--- config.mk ---
export PLATFORM = sky130hd
export DESIGN_NAME = scc_regs
export DESIGN_NICKNAME = d
export VERILOG_FILES = /design/src/scc_pkg.sv /design/src/scc_parity.sv /design/src/scc_portctl.sv /design/src/scc_regs.sv
export SDC_FILE = /design/constraint.sdc
export NUM_CORES = 1
export LEC_CHECK = 0
export BUFFER_PORTS_ARGS = -buffer_cell sky130_fd_sc_hd__clkbuf_2
export CAP_MARGIN = 20
export CORE_MARGIN = 2
export CORE_UTILIZATION = 30
export CTS_BUF_LIST = sky130_fd_sc_hd__clkbuf_2
export CTS_CLUSTER_DIAMETER = 200
export DETAILED_ROUTE_END_ITERATION = 8
export HOLD_SLACK_MARGIN = 0.08
export MAX_ROUTING_LAYER = met4
export SYNTH_ARGS = -nofsm -noshare
export SYNTH_HDL_FRONTEND = slang
export SYNTH_HIERARCHICAL = 1
export SYNTH_SLANG_ARGS = --single-unit
--- constraint.sdc ---
create_clock -name REF_CLK -period 10.7 [get_ports REF_CLK]
set_input_delay 0.535 -clock REF_CLK [delete_from_list [all_inputs] [get_ports REF_CLK]]
set_output_delay 0.535 -clock REF_CLK [all_outputs]
set_load 0.1 [all_outputs]
--- src/scc_pkg.sv ---
// constants shared by the serial channel control register bank
package scc_pkg;
   // ----------------------------------------------------------------
   // address windows
   // ----------------------------------------------------------------
   localparam logic [31:0] CH0_BASE = 32'h4800_0000;
   localparam logic [31:0] CH1_BASE = 32'h4800_0200;
   localparam logic [31:0] CHAN_END = 32'h4800_03FF;
   localparam int CH_SEL_BIT = 9;
   localparam int OFS_W = 9;
   localparam int NUM_CH = 2;
   // channel-relative register offsets
   localparam logic [8:0] OFS_ID = 9'h008;
   localparam logic [8:0] OFS_FDR = 9'h010;
   localparam logic [8:0] OFS_CCR = 9'h040;
   localparam logic [8:0] OFS_IRQ_STAT = 9'h070;
   localparam logic [8:0] OFS_IRQ_CLR = 9'h074;
   localparam logic [8:0] OFS_IRQ_EN = 9'h078;
   // ----------------------------------------------------------------
   // identification fields
   // ----------------------------------------------------------------
   localparam logic [7:0] ID_REVISION = 8'h01;
   localparam logic [7:0] ID_TYPE = 8'h5A;    // arbitrary value
   localparam logic [15:0] ID_NUMBER = 16'h1234; // arbitrary value
   // ----------------------------------------------------------------
   // channel control fields
   // ----------------------------------------------------------------
   localparam int MODE_LSB = 0;
   localparam int HPC_LSB = 6;
   localparam int PM_LSB = 8;
   localparam int RECEIVER_START_IRQ_ENABLE_BIT = 10;
   localparam logic [31:0] CCR_RESET = 32'h0000_0000;
   localparam logic [31:0] CCR_WMASK = 32'h0001_FFCF;
   localparam logic [31:0] FDR_RESET = 32'h0000_0000;
   localparam logic [3:0] MODE_OFF = 4'h0;
   localparam logic [3:0] MODE_SYNC = 4'h1;
   localparam logic [3:0] MODE_ASYNC = 4'h2;
   localparam logic [3:0] MODE_SOUND = 4'h3;
   localparam logic [3:0] MODE_BUS = 4'h4;
   // capability bits: sync, async, bus, sound
   localparam logic [3:0] PROTO_AVAIL = 4'hF;
   localparam int CAP_SYNC = 0;
   localparam int CAP_ASYNC = 1;
   localparam int CAP_BUS = 2;
   localparam int CAP_SOUND = 3;
   // parity selections
   localparam logic [1:0] PM_OFF = 2'h0;
   localparam logic [1:0] PM_RSVD = 2'h1;
   localparam logic [1:0] PM_ODD_ONE = 2'h2;
   localparam logic [1:0] PM_EVEN_ONE = 2'h3;
   localparam int PAR_DW = 16;
   // port control line masks
   localparam logic [5:0] HPC_IN_0 = 6'h00;
   localparam logic [5:0] HPC_IN_1 = 6'h01;
   localparam logic [5:0] HPC_IN_2 = 6'h09;
   localparam logic [5:0] HPC_IN_3 = 6'h39;
   localparam logic [3:0] HPC_OUT_0 = 4'h0;
   localparam logic [3:0] HPC_OUT_1 = 4'h1;
   localparam logic [3:0] HPC_OUT_2 = 4'h3;
   localparam logic [3:0] HPC_OUT_3 = 4'hF;
   // service requests and interrupt status layout
   localparam int SR_N = 6;
   localparam int PTR_W = 3;
   localparam int IRQ_W = 4;
   localparam int IRQ_RXS_LSB = 0;
   localparam int IRQ_PRIV_LSB = 2;
endpackage : scc_pkg

--- src/scc_parity.sv ---
// registered parity generator for one channel
module scc_parity (
   // clock and reset
   input wire logic clk,
   input wire logic rst,
   input wire logic ce,
   // data and selection
   input wire logic [scc_pkg::PAR_DW-1:0] data,
   input wire logic [1:0] sel,
   // result
   output logic par_bit,
   output logic par_en
);
   typedef struct packed {
      logic bit_v;
      logic en;
   } scc_par_s;
   scc_par_s st_reg;
   scc_par_s st_next;

   // -----------------------------------------------------------------
   // parity selection
   // -----------------------------------------------------------------
   // reserved selection behaves as disabled
   always_comb begin
      st_next = '0;
      case (sel)
         scc_pkg::PM_ODD_ONE: begin
            st_next.en = 1'b1;
            st_next.bit_v = ^data;
         end
         scc_pkg::PM_EVEN_ONE: begin
            st_next.en = 1'b1;
            st_next.bit_v = ~(^data);
         end
         default: begin
            st_next = '0;
         end
      endcase
   end

   // state register
   always_ff @(posedge clk or posedge rst) begin
      if (rst) begin
         st_reg <= '0;
      end else if (ce) begin
         st_reg <= st_next;
      end
   end

   assign par_bit = st_reg.bit_v;
   assign par_en = st_reg.en;
endmodule : scc_parity

--- src/scc_portctl.sv ---
// port control line decoder for one channel
module scc_portctl (
   // clock and reset
   input wire logic clk,
   input wire logic rst,
   input wire logic ce,
   // selection
   input wire logic [1:0] hpc,
   // line enables
   output logic [5:0] in_en,
   output logic [3:0] out_en
);
   typedef struct packed {
      logic [5:0] inl;
      logic [3:0] outl;
   } scc_pc_s;
   scc_pc_s st_reg;
   scc_pc_s st_next;

   // -----------------------------------------------------------------
   // line set decode
   // -----------------------------------------------------------------
   always_comb begin
      st_next = '0;
      case (hpc)
         2'h1: begin
            st_next.inl = scc_pkg::HPC_IN_1;
            st_next.outl = scc_pkg::HPC_OUT_1;
         end
         2'h2: begin
            st_next.inl = scc_pkg::HPC_IN_2;
            st_next.outl = scc_pkg::HPC_OUT_2;
         end
         2'h3: begin
            st_next.inl = scc_pkg::HPC_IN_3;
            st_next.outl = scc_pkg::HPC_OUT_3;
         end
         default: begin
            st_next.inl = scc_pkg::HPC_IN_0;
            st_next.outl = scc_pkg::HPC_OUT_0;
         end
      endcase
   end

   // state register
   always_ff @(posedge clk or posedge rst) begin
      if (rst) begin
         st_reg <= '0;
      end else if (ce) begin
         st_reg <= st_next;
      end
   end

   assign in_en = st_reg.inl;
   assign out_en = st_reg.outl;
endmodule : scc_portctl

--- src/scc_regs.sv ---
// two-channel serial channel control register bank on a wishbone slave
//
// Function
// - decode channel bases plus relative offsets
// - identification revision number reads 01 hex
// - identification type and number read fixed
// - divider register writable only when privileged
// - mode field selects off or protocol
// - reserved or unavailable mode means disabled
// - port control field selects line sets
// - parity field selects odd or even
// - receiver start raises pointed service request
// - unused control bits read zero
module scc_regs (
   // clock, reset, freeze
   input wire logic REF_CLK,
   input wire logic RST,
   input wire logic CE,
   // wishbone slave
   input wire logic WB_CYC_I,
   input wire logic WB_STB_I,
   input wire logic WB_WE_I,
   input wire logic [31:0] WB_ADR_I,
   input wire logic [3:0] WB_SEL_I,
   input wire logic [31:0] WB_DAT_I,
   input wire logic PRIV_I,
   output logic [31:0] WB_DAT_O,
   output logic WB_ACK_O,
   // channel events and routing
   input wire logic [1:0] RX_START_I,
   input wire logic [5:0] TB_NODE_PTR_I,
   input wire logic [31:0] PAR_DATA_I,
   // channel configuration outputs
   output logic [7:0] MODE_O,
   output logic [63:0] FDIV_O,
   output logic [1:0] PAR_BIT_O,
   output logic [1:0] PAR_EN_O,
   output logic [11:0] PORT_IN_EN_O,
   output logic [7:0] PORT_OUT_EN_O,
   // service requests and interrupt
   output logic [5:0] SR_O,
   output logic IRQ_O
);
   // -----------------------------------------------------------------
   // state
   // -----------------------------------------------------------------
   typedef struct packed {
      logic [1:0][31:0] channel_control;
      logic [1:0][31:0] fractional_divider_reg;
      logic [1:0][3:0] mode_eff;
      logic [3:0] irq_stat;
      logic [3:0] irq_en;
      logic [5:0] sr;
      logic [31:0] rdata;
      logic ack;
   } scc_state_s;

   scc_state_s st_reg;
   scc_state_s st_next;

   logic req;
   logic hit;
   logic ch;
   logic [8:0] ofs;
   logic [31:0] bmask;

   // -----------------------------------------------------------------
   // address decode
   // -----------------------------------------------------------------
   // a new request only while no answer is pending, so one access gives one ack
   assign req = WB_CYC_I & WB_STB_I & ~st_reg.ack;
   assign hit = (WB_ADR_I >= scc_pkg::CH0_BASE) && (WB_ADR_I <= scc_pkg::CHAN_END);
   assign ch = (WB_ADR_I >= scc_pkg::CH1_BASE);
   assign ofs = WB_ADR_I[scc_pkg::OFS_W-1:0];
   assign bmask = {{8{WB_SEL_I[3]}}, {8{WB_SEL_I[2]}}, {8{WB_SEL_I[1]}}, {8{WB_SEL_I[0]}}};

   // -----------------------------------------------------------------
   // effective mode
   // -----------------------------------------------------------------
   // a code naming a protocol that is absent falls back to disabled
   function automatic logic [3:0] scc_eff_mode(input logic [3:0] m);
      logic [3:0] r;
      r = scc_pkg::MODE_OFF;
      case (m)
         scc_pkg::MODE_SYNC: begin
            if (scc_pkg::PROTO_AVAIL[scc_pkg::CAP_SYNC]) r = m;
         end
         scc_pkg::MODE_ASYNC: begin
            if (scc_pkg::PROTO_AVAIL[scc_pkg::CAP_ASYNC]) r = m;
         end
         scc_pkg::MODE_SOUND: begin
            if (scc_pkg::PROTO_AVAIL[scc_pkg::CAP_SOUND]) r = m;
         end
         scc_pkg::MODE_BUS: begin
            if (scc_pkg::PROTO_AVAIL[scc_pkg::CAP_BUS]) r = m;
         end
         default: begin
            r = scc_pkg::MODE_OFF;
         end
      endcase
      return r;
   endfunction : scc_eff_mode

   // -----------------------------------------------------------------
   // read mux
   // -----------------------------------------------------------------
   function automatic logic [31:0] scc_read(input scc_state_s s, input logic c,
                                             input logic [8:0] o);
      logic [31:0] r;
      r = '0;
      case (o)
         scc_pkg::OFS_ID: begin
            r = {scc_pkg::ID_NUMBER, scc_pkg::ID_TYPE, scc_pkg::ID_REVISION};
         end
         scc_pkg::OFS_FDR: begin
            r = s.fractional_divider_reg[c];
         end
         scc_pkg::OFS_CCR: begin
            r = s.channel_control[c] & scc_pkg::CCR_WMASK;
         end
         scc_pkg::OFS_IRQ_STAT: begin
            r = {28'h000_0000, s.irq_stat};
         end
         scc_pkg::OFS_IRQ_EN: begin
            r = {28'h000_0000, s.irq_en};
         end
         default: begin
            r = '0; // unmapped and write-only locations read zero
         end
      endcase
      return r;
   endfunction : scc_read

   // -----------------------------------------------------------------
   // next state
   // -----------------------------------------------------------------
   always_comb begin
      logic [3:0] evt;
      logic [2:0] ptr;
      evt = '0;
      ptr = '0;
      st_next = st_reg;
      st_next.ack = 1'b0;
      st_next.sr = '0;

      // bus access: answered one cycle after the request is seen
      if (req) begin
         st_next.ack = 1'b1;
         st_next.rdata = '0;
         if (!WB_WE_I) begin
            if (hit) begin
               st_next.rdata = scc_read(st_reg, ch, ofs);
            end
         end else if (hit) begin
            case (ofs)
               scc_pkg::OFS_FDR: begin
                  if (PRIV_I) begin
                     st_next.fractional_divider_reg[ch] = (st_reg.fractional_divider_reg[ch] & ~bmask) | (WB_DAT_I & bmask);
                  end else begin
                     evt[scc_pkg::IRQ_PRIV_LSB + int'(ch)] = 1'b1;
                  end
               end
               scc_pkg::OFS_CCR: begin
                  // control is privileged too, like the divider
                  if (PRIV_I) begin
                     st_next.channel_control[ch] = ((st_reg.channel_control[ch] & ~bmask) | (WB_DAT_I & bmask))
                                       & scc_pkg::CCR_WMASK;
                  end else begin
                     evt[scc_pkg::IRQ_PRIV_LSB + int'(ch)] = 1'b1;
                  end
               end
               scc_pkg::OFS_IRQ_CLR: begin
                  if (WB_SEL_I[0]) begin
                     st_next.irq_stat = st_reg.irq_stat & ~WB_DAT_I[scc_pkg::IRQ_W-1:0];
                  end
               end
               scc_pkg::OFS_IRQ_EN: begin
                  if (WB_SEL_I[0]) begin
                     st_next.irq_en = WB_DAT_I[scc_pkg::IRQ_W-1:0];
                  end
               end
               default: begin
                  st_next.irq_en = st_reg.irq_en; // identification and holes ignore writes
               end
            endcase
         end
      end

      // per channel receiver start routing and mode resolution
      for (int i = 0; i < scc_pkg::NUM_CH; i++) begin
         ptr = TB_NODE_PTR_I[i*scc_pkg::PTR_W +: scc_pkg::PTR_W];
         if (RX_START_I[i]) begin
            evt[scc_pkg::IRQ_RXS_LSB + i] = 1'b1;
            if (st_reg.channel_control[i][scc_pkg::RECEIVER_START_IRQ_ENABLE_BIT] && (int'(ptr) < scc_pkg::SR_N)) begin
               st_next.sr[ptr] = 1'b1;
            end
         end
         st_next.mode_eff[i] = scc_eff_mode(st_next.channel_control[i][scc_pkg::MODE_LSB +: 4]);
      end

      // sticky status: a new event wins over a clear in the same cycle
      st_next.irq_stat = st_next.irq_stat | evt;
   end

   // -----------------------------------------------------------------
   // state register
   // -----------------------------------------------------------------
   always_ff @(posedge REF_CLK or posedge RST) begin
      if (RST) begin
         st_reg.channel_control <= {scc_pkg::CCR_RESET, scc_pkg::CCR_RESET};
         st_reg.fractional_divider_reg <= {scc_pkg::FDR_RESET, scc_pkg::FDR_RESET};
         st_reg.mode_eff <= '0;
         st_reg.irq_stat <= '0;
         st_reg.irq_en <= '0;
         st_reg.sr <= '0;
         st_reg.rdata <= '0;
         st_reg.ack <= 1'b0;
      end else if (CE) begin
         st_reg <= st_next;
      end
   end

   // -----------------------------------------------------------------
   // per channel helpers
   // -----------------------------------------------------------------
   // port control is decoded even when the mode makes it useless;
   // software is expected to keep it zero there
   for (genvar g = 0; g < scc_pkg::NUM_CH; g++) begin : g_ch
      scc_parity u_par (
         .clk(REF_CLK),
         .rst(RST),
         .ce(CE),
         .data(PAR_DATA_I[g*scc_pkg::PAR_DW +: scc_pkg::PAR_DW]),
         .sel(st_reg.channel_control[g][scc_pkg::PM_LSB +: 2]),
         .par_bit(PAR_BIT_O[g]),
         .par_en(PAR_EN_O[g])
      );
      scc_portctl u_pc (
         .clk(REF_CLK),
         .rst(RST),
         .ce(CE),
         .hpc(st_reg.channel_control[g][scc_pkg::HPC_LSB +: 2]),
         .in_en(PORT_IN_EN_O[g*6 +: 6]),
         .out_en(PORT_OUT_EN_O[g*4 +: 4])
      );
      assign MODE_O[g*4 +: 4] = st_reg.mode_eff[g];
      assign FDIV_O[g*32 +: 32] = st_reg.fractional_divider_reg[g];
   end

   // -----------------------------------------------------------------
   // outputs
   // -----------------------------------------------------------------
   assign WB_DAT_O = st_reg.rdata;
   assign WB_ACK_O = st_reg.ack;
   assign SR_O = st_reg.sr;
   assign IRQ_O = |(st_reg.irq_stat & st_reg.irq_en); // level, high while enabled bit set
endmodule : scc_regs

==> summary.txt <==
Status
  – Status: completed

Critical path
  – CP Class: input pin to flip-flop
  – Worst EP arrival: 3.71 ns
  – Family with the most delay on the worst path: simple AND/OR/NAND/NOR gates
  – CP max FO: 18
  – Ordered cell list for the critical path: clkbuf_2 > nor2b_1 > o311ai_0 > a211oi_1 > nand4_1 > buf_4 > a2bb2oi_1 > o21ai_0
  – Worst EP required: 11.36 ns
  – CP peak stage delay: 0.88 ns
  – Critical path buffers and inverters: 2
  – Crit end category: flip-flop
  – Critical path startpoint category: input pin
  – CP max-delay cell: nand4_1

Die
  – Die Ht: 172.7 um
  – I/O pin count: 251
  – Effective utilization at floorplan: 0.3057
  – Row count: 61
  – Die X: 172.7 um
  – Core Area: 27930 sq um
  – Total Die Area: 29830 sq um

STA
  – Final hold vios: 0
  – Setup TNS: 0 ns
  – RSZ-0062 raised after global routing: false
  – Worst Skew: 0.04700 ns
  – Tmin final: 3.052 ns
  – Peak Freq: 327.7 MHz
  – Final Max Tran Viols: 0
  – Worst slew pin tran: 0.9956 ns
  – Final setup vio count: 0
  – Worst relative slew slack: 0.3343
  – Fin crit share: 0.2852

Global routing
  – Initial antenna violation count: 3
  – GRT Overall Usage: 0.1593
  – Largest net degree at the start of global routing: 102
  – Vias in the first global route: 6326
  – Grt peak-use layer: met2
  – Total grt overflow: 0
  – GR Layer Usage met2: 0.2460
  – First-pass GRT wire length: 35910 um
  – Met3 layer usage reported by global route: 0.03848
  – Met1 usage: 0.2119

Clock tree
  – H-tree depth: 4
  – Post-CTS setup buffer count: 0
  – CTS resizes: 0
  – Total CTS buffers: 17
  – Clock sinks: 159
  – Post-cts hold buffer count: 38
  – Clock root cell: clkbuf_2
  – Clk buf depth: 2
  – Clock tree from TritonCTS: done
  – Clock slew at reported path FFs: 0.25 ns
  – Clock latency on the worst-skew pair: 0.74 ns

Layout
  – Layout Nets: 1044
  – Final core occ: 0.3557
  – Final-layout fill cell count: 2895
  – Largest register FFs: 64
  – Layout cells sized above 1: 0.4289
  – Final Cell Area: 9937 sq um
  – Commonest non-fill, non-tap cells in the layout: clkbuf_2, dfrtp_1, mux2_2, mux2i_1, dlygate4sd3_1
  – Most common cell after layout, fill and taps aside: clkbuf_2
  – Synth-to-Final Area Change: 16.37%

Yosys
  – Ys async rst share: 1.000
  – Seq/Total Area, Yosys: 0.4659
  – Synth cell types: 55
  – Mapped Cells: 769
  – Yosys reg bits: 159
  – Syn. warnings: 6
  – Syn_area_per_cell: 11.10 sq um
  – Number of flops mapped to enable cells by yosys: 0
  – Top_reg_cell synth: dfrtp_1
  – Synthesized area: 8539 sq um

Power
  – Final Power: 1.137 mW
  – Max VDD drop: 0.06401 mV
  – P_leak: 5.013 nW
  – Pwr/cell area: 114.4 nW/um^2

Placed design
  – RD Place Congestion: 0.7852
  – DP HPWL: 16540 um
  – I/O Buffers: 246
  – DP Area: 9278 sq um

Drt
  – Post-route DRC violation count: 0
  – Initial DRT Pass Iterations: 6
  – Final wirelength: 22900 um
  – Via density: 4.617
  – Drt initial violations: 216
  – Final ANT Viol Nets: 0
  – Vias after detailed routing: 6108
  – DR WL/cell: 17.31 um

Min path
  – Hold Path Class: input pin to flip-flop

Job
  – Number of max-cap violations: 0
-- worst reg2reg max path, stage by stage (launching register included) --
cell,delay (ns)
dfrtp_1,0.45
and4b_1,0.29
nand2_1,0.06
nor3_1,0.38
nand4_1,0.85
buf_4,0.53
a2bb2oi_1,0.15
o21ai_0,0.09
-- final cells by class --
class | instances | area, sq um | share of cell area
Clock buffer | 18 | 90.09 | 0.009066
Multi-Input combinational cell | 440 | 3466 | 0.3488
Sequential cell | 159 | 3979 | 0.4004
Clock inverter | 14 | 181.4 | 0.01826
Tap cell | 378 | 473.0 | 0.04760
Timing Repair Buffer | 290 | 1657 | 0.1667
Antenna cell | 3 | 7.507 | 0.0007555
Inverter | 21 | 83.83 | 0.008436
-- cells by family (layout without fill, tap and decap cells) --
logic type / Yosys count / in the layout / synth area share
AO/OA/AOI/OAI: 106 / 106 / 0.07736
XOR/XNOR: 32 / 32 / 0.03604
buffers and inverters: 172 / 343 / 0.1308
flip-flops: 159 / 159 / 0.4659
multiplexers: 144 / 144 / 0.1845
other: 2 / 7 / 0.0008794
AND/OR/NAND/NOR: 154 / 154 / 0.1045
-- path summary, 6_finish.rpt --
kind / slack [ns] / depth (start not counted) / endpoint / startpoint
setup reg to reg: 7.86 / 7 / WB_DAT_O[7] / WB_ACK_O
min in group asynchronous: 0.28 / 3 / g_ch[1].u_par/par_en / RST
hold reg to reg: 0.52 / 2 / WB_DAT_O[29] / WB_DAT_O[29]
max in group asynchronous: 8.82 / 4 / FDIV_O[4] / RST
setup / recovery: 7.65 / 8 / WB_DAT_O[7] / WB_ADR_I[6]
hold / removal: 0.18 / 4 / SR_O[0] / TB_NODE_PTR_I[5]
-- stage by stage --
stage	setup slack, ns	cells	hold WS (ns)
after floorplan	6.157	771	0.2762
after global placement	6.991	1250	0.4623
after detailed placement	6.910	1250	0.4786
after CTS	7.760	1320	0.08874
after global routing	7.507	1323	0.09419
final	7.648	1323	0.1850
-- cells in the mapped netlist, types with 14 or more instances --
master,instances,area (sq um)
dfrtp_1,159,3979
buf_4,124,930.9
mux2_2,99,1115
mux2i_1,43,430.4
o21ai_0,37,185.2
nand2_1,36,135.1
nor2_1,30,112.6
xnor2_1,24,210.2
clkbuf_1,21,78.83
inv_1,21,78.83
a21oi_1,20,100.1
nor3_1,14,70.07
-- power breakdown --
| part | switching [mW] | internal, mW |
|---|---|---|
| clock | 0.241 | 0.138 |
| sequential | 0.00186 | 0.605 |
| combinational | 0.0956 | 0.0558 |
| total | 0.338 | 0.799 |
-- metal layers --
metal	vias up	share of wire
met5	-	0
met2	189	0.47
met3	15	0.054
met4	0	0.0090
li1	2906	-
met1	2998	0.47
Note: power is estimated with default switching activity, not from simulation.
